===== config.mk =====
export PLATFORM = sky130hd
export DESIGN_NAME = auto_power_down_unit
export DESIGN_NICKNAME = d
export VERILOG_FILES = /design/src/inc/apd_pkg.sv /design/src/rtl/auto_power_down_unit.sv
export VERILOG_INCLUDE_DIRS = /design/src /design/src/inc
export SDC_FILE = /design/constraint.sdc
export NUM_CORES = 1
export LEC_CHECK = 0
export BUFFER_PORTS_ARGS = -buffer_cell sky130_fd_sc_hd__clkbuf_2
export CAP_MARGIN = 20
export CORE_ASPECT_RATIO = 0.7
export CORE_MARGIN = 2
export CORE_UTILIZATION = 47
export CTS_BUF_LIST = sky130_fd_sc_hd__clkbuf_8
export CTS_CLUSTER_DIAMETER = 30
export DETAILED_ROUTE_END_ITERATION = 6
export GPL_TIMING_DRIVEN = 0
export HOLD_SLACK_MARGIN = 0.05
export PLACE_DENSITY = 0.81
export RECOVER_POWER = 25
export SLEW_MARGIN = 20
export SYNTH_ARGS = -nofsm -noshare
export SYNTH_HDL_FRONTEND = slang
export SYNTH_SLANG_ARGS = --single-unit

===== constraint.sdc =====
create_clock -name clk -period 2.6 [get_ports clk]
set_input_delay 0.78 -clock clk [delete_from_list [all_inputs] [get_ports clk]]
set_output_delay 0.78 -clock clk [all_outputs]
set_load 0.1 [all_outputs]

===== src/inc/apd_map.svh =====
`ifndef APD_MAP_SVH
`define APD_MAP_SVH
// power mode register 0 fields
`define PMR0_APD_EN_BIT 1
`define PMR0_FULL_SPEED_OFF_BIT 3
`define PMR0_CLK_BLOCK_BIT 4
// power mode register 2 fields
`define PMR2_CNTL0_BIT 2
`define PMR2_CNTL1_BIT 3
`define PMR2_CNTL2_BIT 4
`define PMR2_STROBE_BIT 5
`define PMR2_DBE_BIT 6
`define PMR_RESET_VAL 8'h00
// idle counter
`define IDLE_CNT_W 4
`define IDLE_LIMIT 4'hF
`endif


===== src/inc/apd_pkg.sv =====
package apd_pkg;
  typedef enum logic [1:0] {
    ST_RUN = 2'b00,
    ST_COUNT = 2'b01,
    ST_DOWN = 2'b11
  } apd_state_t;
  typedef struct packed {
    logic [7:0] reg0;
    logic [7:0] reg2;
  } power_mode_t;
  typedef struct packed {
    logic cntl0;
    logic cntl1;
    logic cntl2;
    logic strobe;
    logic dbe;
    logic clk_en;
  } logic_inputs_t;
endpackage : apd_pkg


===== src/rtl/auto_power_down_unit.sv =====
`timescale 1ns/10ps
`default_nettype none
`include "apd_map.svh"

// What this block does
// (RL1) Watch the address latch strobe; its idleness is the only cause of power-down.
// (RL2) When enabled and the strobe is idle, a 4-bit counter advances each common clock period; fifteen idle periods assert power-down.
// (RL3) Setting the automatic power-down enable alone arms power-down mode.
// (RL4) In power-down, host address and data are gated from memories and logic arrays and all memories are deselected.
// (RL5) Renewed strobe pulsing leaves power-down at once.
// (RL6) Chip select going low or reset returning high also leaves power-down.
// (RL7) Blocking the common clock from the logic arrays never stops it reaching the idle counter.
// (RL8) Power-down does not change logic or port behaviour; logic speed follows only the full-speed setting.
// (RL9) In power-down, host I/O and logic-output pins hold, address outputs are undefined, data port pins float.
// (RL10) Chip select high disables only the memories, not the logic arrays nor internal signals.
// (RL11) Host-set blocking bits in the power mode registers keep their signals from both logic arrays, updatable at run time.
// (RL12) Full speed is on after power-up; setting the disable bit lets the arrays idle into standby.
// (RL13) Bit 1 of power mode register 0 enables automatic power-down; at 0 the counter does not run.
// (RL14) The counter runs only while the strobe sits steadily at the configured polarity, and asserts power-down after 15 clocks.
// (RL15) Bit 3 of power mode register 0 set to 1 turns full speed off, 0 turns it on.
// (RL16) Both power mode registers clear only at power-up, not on later reset pulses.
// (RL17) Any strobe activity clears the idle counter to zero.
module auto_power_down_unit (
  input wire logic clk,
  input wire logic rst_n,
  input wire logic por_n,
  input wire logic common_clock_input,
  input wire logic address_latch_strobe,
  input wire logic strobe_pd_polarity,
  input wire logic chip_select_n,
  input wire logic reg_wr0,
  input wire logic reg_wr2,
  input wire logic [7:0] reg_wdata,
  input wire logic [7:0] host_addr,
  input wire logic [7:0] host_data,
  input wire logic cntl0,
  input wire logic cntl1,
  input wire logic cntl2,
  input wire logic dbe,
  input wire logic [7:0] data_port_out,
  output var apd_pkg::power_mode_t power_mode,
  output var apd_pkg::logic_inputs_t logic_in,
  output logic power_down_signal,
  output logic [`IDLE_CNT_W-1:0] idle_count,
  output logic [7:0] mem_addr,
  output logic [7:0] mem_data,
  output logic mem_select,
  output logic full_speed,
  output logic [7:0] data_port_o,
  output logic [7:0] data_port_oe,
  output logic addr_out_valid
);

  // ****************************************
  // power mode registers
  // ****************************************
  // por_n is the power-up reset; rst_n pulses must not touch these
  apd_pkg::power_mode_t pm_q, pm_d;

  always_comb begin
    pm_d = pm_q;
    if (reg_wr0) begin
      pm_d.reg0 = reg_wdata; // [RL11]
    end
    if (reg_wr2) begin
      pm_d.reg2 = reg_wdata; // [RL11]
    end
  end

  always_ff @(posedge clk or negedge por_n) begin
    if (!por_n) begin
      pm_q <= {`PMR_RESET_VAL, `PMR_RESET_VAL}; // [RL16]
    end else begin
      pm_q <= pm_d;
    end
  end

  logic apd_en;
  assign apd_en = pm_q.reg0[`PMR0_APD_EN_BIT]; // [RL13] [RL3]

  // ****************************************
  // strobe and clock edge detection
  // ****************************************
  // a one-cycle sample history is enough: inputs are synchronous
  logic strobe_q, strobe_d, cclk_q, cclk_d, rst_seen_q, rst_seen_d, cs_q, cs_d;
  logic strobe_act, cclk_rise, idle_level;

  always_comb begin
    strobe_d = address_latch_strobe;
    cclk_d = common_clock_input;
    cs_d = chip_select_n;
    rst_seen_d = 1'b1;
  end

  always_ff @(posedge clk or negedge rst_n) begin
    if (!rst_n) begin
      strobe_q <= 1'b0;
      cclk_q <= 1'b0;
      cs_q <= 1'b1;
      rst_seen_q <= 1'b0;
    end else begin
      strobe_q <= strobe_d;
      cclk_q <= cclk_d;
      cs_q <= cs_d;
      rst_seen_q <= rst_seen_d;
    end
  end

  assign strobe_act = address_latch_strobe != strobe_q; // [RL1]
  // idle counter sees the raw clock pin regardless of the array clock block
  assign cclk_rise = common_clock_input && !cclk_q; // [RL7]
  assign idle_level = address_latch_strobe == strobe_pd_polarity; // [RL14]

  // ****************************************
  // idle counter and power-down state
  // ****************************************
  apd_pkg::apd_state_t st_q, st_d;
  logic [`IDLE_CNT_W-1:0] cnt_q, cnt_d;
  logic wake;

  // chip select falling edge or reset release both wake the device
  assign wake = strobe_act || (cs_q && !chip_select_n) || !rst_seen_q; // [RL5] [RL6]

  always_comb begin
    st_d = st_q;
    cnt_d = cnt_q;
    unique case (st_q)
      apd_pkg::ST_RUN: begin
        cnt_d = '0;
        if (apd_en && idle_level && !strobe_act) begin
          st_d = apd_pkg::ST_COUNT;
        end
      end
      apd_pkg::ST_COUNT: begin
        if (!apd_en || strobe_act || !idle_level) begin
          cnt_d = '0; // [RL17] [RL13]
          st_d = apd_pkg::ST_RUN;
        end else if (cclk_rise) begin
          cnt_d = cnt_q + 4'h1; // [RL2]
          if (cnt_q == `IDLE_LIMIT - 4'h1) begin
            st_d = apd_pkg::ST_DOWN; // [RL2] [RL14]
          end
        end
      end
      apd_pkg::ST_DOWN: begin
        if (wake || !apd_en) begin
          cnt_d = '0;
          st_d = apd_pkg::ST_RUN; // [RL5] [RL6]
        end
      end
      default: begin
        cnt_d = '0;
        st_d = apd_pkg::ST_RUN;
      end
    endcase
  end

  always_ff @(posedge clk or negedge rst_n) begin
    if (!rst_n) begin
      st_q <= apd_pkg::ST_RUN;
      cnt_q <= '0;
    end else begin
      st_q <= st_d;
      cnt_q <= cnt_d;
    end
  end

  // ****************************************
  // gating and outputs
  // ****************************************
  logic pd;
  assign pd = st_q == apd_pkg::ST_DOWN;

  // memories only see chip select; logic arrays ignore it
  logic [7:0] maddr_d, mdata_d, dpo_d;
  logic msel_d, aov_d;
  logic [7:0] maddr_q, mdata_q, dpo_q;
  logic msel_q, aov_q;
  apd_pkg::logic_inputs_t li_d, li_q;

  always_comb begin
    maddr_d = pd ? maddr_q : host_addr; // [RL4]
    mdata_d = pd ? mdata_q : host_data; // [RL4]
    msel_d = !pd && !chip_select_n; // [RL4] [RL10]
    aov_d = !pd; // [RL9]
    dpo_d = data_port_out;
    // logic array inputs depend on blocking bits only, never on pd
    li_d.cntl0 = cntl0 && !pm_q.reg2[`PMR2_CNTL0_BIT]; // [RL11] [RL8]
    li_d.cntl1 = cntl1 && !pm_q.reg2[`PMR2_CNTL1_BIT]; // [RL11]
    li_d.cntl2 = cntl2 && !pm_q.reg2[`PMR2_CNTL2_BIT]; // [RL11]
    li_d.strobe = address_latch_strobe && !pm_q.reg2[`PMR2_STROBE_BIT]; // [RL11]
    li_d.dbe = dbe && !pm_q.reg2[`PMR2_DBE_BIT]; // [RL11]
    li_d.clk_en = !pm_q.reg0[`PMR0_CLK_BLOCK_BIT]; // [RL7]
  end

  always_ff @(posedge clk or negedge rst_n) begin
    if (!rst_n) begin
      maddr_q <= 8'h00;
      mdata_q <= 8'h00;
      msel_q <= 1'b0;
      aov_q <= 1'b1;
      dpo_q <= 8'h00;
      li_q <= '0;
    end else begin
      maddr_q <= maddr_d;
      mdata_q <= mdata_d;
      msel_q <= msel_d;
      aov_q <= aov_d;
      dpo_q <= dpo_d;
      li_q <= li_d;
    end
  end

  assign power_down_signal = pd;
  assign idle_count = cnt_q;
  assign mem_addr = maddr_q;
  assign mem_data = mdata_q;
  assign mem_select = msel_q;
  assign addr_out_valid = aov_q;
  assign data_port_o = dpo_q;
  assign data_port_oe = pd ? 8'h00 : 8'hFF; // [RL9]
  assign full_speed = !pm_q.reg0[`PMR0_FULL_SPEED_OFF_BIT]; // [RL15] [RL12] [RL8]
  assign power_mode = pm_q;
  assign logic_in = li_q;
endmodule : auto_power_down_unit
`default_nettype wire


# Word level (Yosys, flattened, before mapping)

Cells that the tools add are included.

Flip-flop bits (word level): 58
Output and inout port bits: 62

$add $sub $neg: 1
Equal/unequal tests: 9
Muxes and demuxes: 11
Reduce and logical (&&, ||, !) cells: 32

Operators by type and width:

| kind                | number |
|---|---|
| $logic_not 1->1     | 14 |
| $mux 4              | 3 |
| $logic_and 1x1->1   | 10 |
| $mux 2              | 5 |
| $mux 8              | 1 |
| $pmux 4 s2          | 1 |
| $ne 3x3->1 const B  | 2 |
| $pmux 2 s3          | 1 |
| $logic_or 1x1->1    | 5 |
| $add 4x1->4 const B | 1 |
| $eq 4x4->1 const B  | 1 |
| $reduce_and 4->1    | 1 |
| $eq 2x1->1 const B  | 1 |
| $eq 2x2->1 const B  | 1 |
| $logic_not 2->1     | 1 |
| $ne 2x1->1 const B  | 1 |
| $ne 2x2->1 const B  | 1 |
| $reduce_and 2->1    | 1 |
| $eq 1x1->1          | 1 |
| $ne 1x1->1          | 1 |

# Logic depth before layout (Yosys ltp)

Depth after elaboration: 7
Mapped depth: 4
Gate-level depth less buffers: 4

# Worst setup path before layout

Ideal clock, no wire load.

Path kind: register to output
From: register st_q[1]
To: output port power_down_signal
Arrival time: 1.687 ns
Data required time: 1.820 ns
Setup slack: 0.133 ns
Cell stages (with the launch flop): 4
Buffers on the path: 1
Path through: dfrtp_1 nand2_1 clkbuf_1 inv_1

Cells in the longest elaborated chain, start to end: 1

RTL lines:

| item                   | line                        | source |
|---|---|---|
| from (decl)            | auto_power_down_unit.sv:117 | `apd_pkg::apd_state_t st_q, st_d;` |
| from (signal assigned) | auto_power_down_unit.sv:160 | `st_q <= apd_pkg::ST_RUN;` |
| from (signal assigned) | auto_power_down_unit.sv:163 | `st_q <= st_d;` |
| $eq 2x2->1             | auto_power_down_unit.sv:172 | `assign pd = st_q == apd_pkg::ST_DOWN;` |
| to (decl)              | auto_power_down_unit.sv:43  | `output logic power_down_signal,` |

Every way passes these cells.

# Worst setup path after layout

From: register st_q[1]
To: output port data_port_oe[4]

Cells in the longest elaborated chain, start to end: 2

RTL lines:

| item       | line                        | source |
|---|---|---|
| $eq 2x2->1 | auto_power_down_unit.sv:172 |  |
| $mux 8     | auto_power_down_unit.sv:221 | `assign data_port_oe = pd ? 8'h00 : 8'hFF;` |
| to (decl)  | auto_power_down_unit.sv:50  | `output logic [7:0] data_port_oe,` |

Every way passes these cells.

==> results.txt <==
Most frequent cells in the layout: 90 x clkbuf_2, 56 x dfrtp_1, 31 x mux2_2, 9 x clkbuf_4, 9 x clkbuf_8
Max_slew headroom: 41.4%
Vias post-DR: 1512
Worst endpoint required time: 1820 ps
Clock latency on the worst-skew pair: 320 ps
Total Wirelength: 4240 µm
Worst R2R End: idle_count[1]
CP arrival: 1700 ps
Tot Pwr: 2.27 mW
# rows: 20
Hold path start: power_mode[12]
Slowest stage delay, CP: 410 ps
CP Class: register to output pin
Num CTS Buffers: 9
Syn nets: 197
Simple-gate share of the synthesized area: 6.84%
Least-Margin Pin Slew: 879 ps
Most common cell after layout, fill and taps aside: clkbuf_2
Fin crit period: 2480 ps
Register area: 1450 µm²
Cell Count, Final, Fillers Out: 325
Final RePlAce weighted congestion: 0.838
First-pass GRT wire length: 6960 µm
Dpl cells: 309
Mux cell area share after synthesis: 16.5%
Delay-heaviest family, CP: buffers and inverters
Num ports: 107
Share of cells above drive strength 1: 59.6%
WHS Path Cells: 1
Critical path peak fanout: 18
Die height: 61.0 µm
Power Dens Cells: 766 nW/µm²
Via/cell ratio: 4.65
Initial Util: 49.5%
XOR/XNOR Fraction of Synth Area: 0%
Final Hold Vio Count: 0
CTS Buffer Depth: 2
Antenna fix cells: 0
Crit path buffers/inverters: 3
Cell Chain, Critical Path: nand2_2, clkbuf_4, buf_4, clkbuf_4
Cell variety after synth: 28
Cell Area, Synth: 2180 µm²
Final ANT Viol Nets: 0
Min-Delay Path Class: register to register
DR WL/cell: 13.1 µm
Largest net degree at the start of global routing: 43
Adder-Cell Fraction of Synth Area: 1.15%
R2R depth: 4
Port bufs: 104
Grt ovf: 0
RSZ-0062 raised after global routing: false
Final nets: 312
Full die area: 5200 µm²
Die Wd: 85.4 µm
Starting DRT DRC Count: 36
Reg2Reg Setup Slack: 870 ps
Hold Crit Endpoint: logic_in[0]
Final count of pins violating max slew: 0
Nature of the critical path endpoint: output pin
Reg2reg start: cs_q
Number of global-route vias before repair: 1529
H-tree Lvls: 3
Area grow syn2layout: 36.2%
Tcrit/Tclk final: 95.3%
Syn avg cell area: 14.5 µm²
Yosys reg bits: 58
Ys Warns: 0
Worst clock skew: 4.09 ps
Gate count after technology mapping: 150
Clock Sinks: 58
GRT Total Usage: 18.0%
Area of the multi-input gates: 629 µm²
Drt pass-1 iters: 4
Max IR drop VDD: 0.490 mV
Fmax: 404 MHz
Compound-Gate Fraction of Synth Area: 4.14%
Filler Cell Count: 341
Setup TNS: 0 ps
Max_cap viols: 0
Status: completed
Critical Path Most Common Cell: clkbuf_4
DRC: 0
CTS clk-pin slew, worst paths: 70 ps
Core Area: 4400 µm²
Post-synthesis sequential area ratio: 66.7%
Main combinational cell family by area after synthesis: multiplexers
Leak: 1.50 nW
CTS tree: built
CTS Root Cell: clkbuf_8
CP max stage cell: dfrtp_1
Initial antenna violation count: 0
Final setup viols: 0
Worst setup SP type: register
Detailed Place HPWL: 3250 µm
[Yosys cell counts, drive strengths merged]
| cell type | instances | area share (%) |
|---|---|---|
| a2111o | 1 | 0.52 |
| o32ai | 2 | 0.80 |
| nor2b | 7 | 2.0 |
| mux2 | 31 | 16 |
| a31oi | 1 | 0.29 |
| mux2i | 1 | 0.46 |
| nand3 | 3 | 0.69 |
| nor3 | 1 | 0.23 |
| o21ba | 1 | 0.46 |
| dfstp | 2 | 2.4 |
| dfrtp | 56 | 64 |
| nand2b | 1 | 0.29 |
| and2 | 2 | 0.63 |
| clkbuf | 3 | 0.52 |
| conb | 1 | 0.17 |
| nand2 | 4 | 0.69 |
| nor2 | 3 | 0.52 |
| nand4 | 2 | 0.57 |
| a22oi | 1 | 0.34 |
| inv | 7 | 1.2 |
| nand3b | 2 | 0.69 |
| or3 | 1 | 0.52 |
| o21ai | 5 | 1.1 |
| a21oi | 1 | 0.23 |
| o211ai | 1 | 0.34 |
| buf | 8 | 2.8 |
| ha | 2 | 1.1 |
[state kept, by name, indices dropped and copies added, names as in the netlist, 2 cells and up]
| name | count |
|---|---|
| data_port_o | 8 |
| idle_count | 4 |
| logic_in | 6 |
| mem_addr | 8 |
| mem_data | 8 |
| power_mode | 16 |
| st_q | 2 |
[routing by layer]
layer / GRT usage (%) / up-vias / wire [µm] / share of wire, %
li1: - / 740 / - / -
met1: 20.1 / 695 / 1730 / 41
met2: 30.1 / 73 / 2050 / 48
met3: 9.39 / 4 / 428 / 10
met4: 6.80 / 0 / 29 / 0.68
met5: 0 / - / 0 / 0
[cells by family after synthesis]
kind of cell / count (synthesis)
AOI/OAI and AO/OA: 13
adders and majority gates: 2
DFF: 58
buffers and inverters: 18
other: 1
and+or+nand+nor: 26
muxes: 32
[cell type report]
cell class / instances / area share [%]
clock buffers: 9 / 4.17
well taps: 55 / 2.32
multi-input cells: 74 / 21.2
inverters: 7 / 0.885
flip-flops and latches: 58 / 49.0
repair buffers: 104 / 18.0
clock inverters: 7 / 1.85
plain buffers: 11 / 2.53
[worst reg2reg max path, cell delays in order, from the launching register on]
cell and delay (ps):
dfstp_2 510, nor2b_1 230, o32ai_1 130, a22oi_1 370
mux2_2 380
[metrics by stage]
step	worst slack, ps	cell area, µm²	hold WS, ps	utilization (%)
global placement	-132	2770	417	62.8
detailed placement	-189	2770	432	62.8
global route	5.92	2970	459	67.4
finish	122	2970	436	67.4
floorplan	133	2180	484	-
CTS	92.9	2970	362	67.5
[timing repair]
item                                    4_1_cts  5_1_grt
endpoints found under the setup margin        9        1
setup buffers                                 0        0
hold buffers                                  0        0
resized for setup                            11        1
gates cloned                                  0        0
[report_power, final]
part | switching (mW) | internal, mW
Sequential | 0.0298 | 0.960
Combinational | 0.482 | 0.0932
Clock | 0.358 | 0.350
[how the worst max path moves through the flow]
stage | depth (start not counted) | startpoint | to | slack (ps)
3_5_place_dp | 4 | st_q[1] | data_port_oe[4] | -190
6_report | 4 | st_q[1] | data_port_oe[4] | 120
4_1_cts | 4 | st_q[1] | power_down_signal | 90
5_1_grt | 4 | st_q[0] | data_port_oe[4] | 6
2_1_floorplan | 3 | st_q[1] | power_down_signal | 130
3_3_place_gp | 4 | st_q[1] | data_port_oe[0] | -130
(Power assumes the default switching activity.)
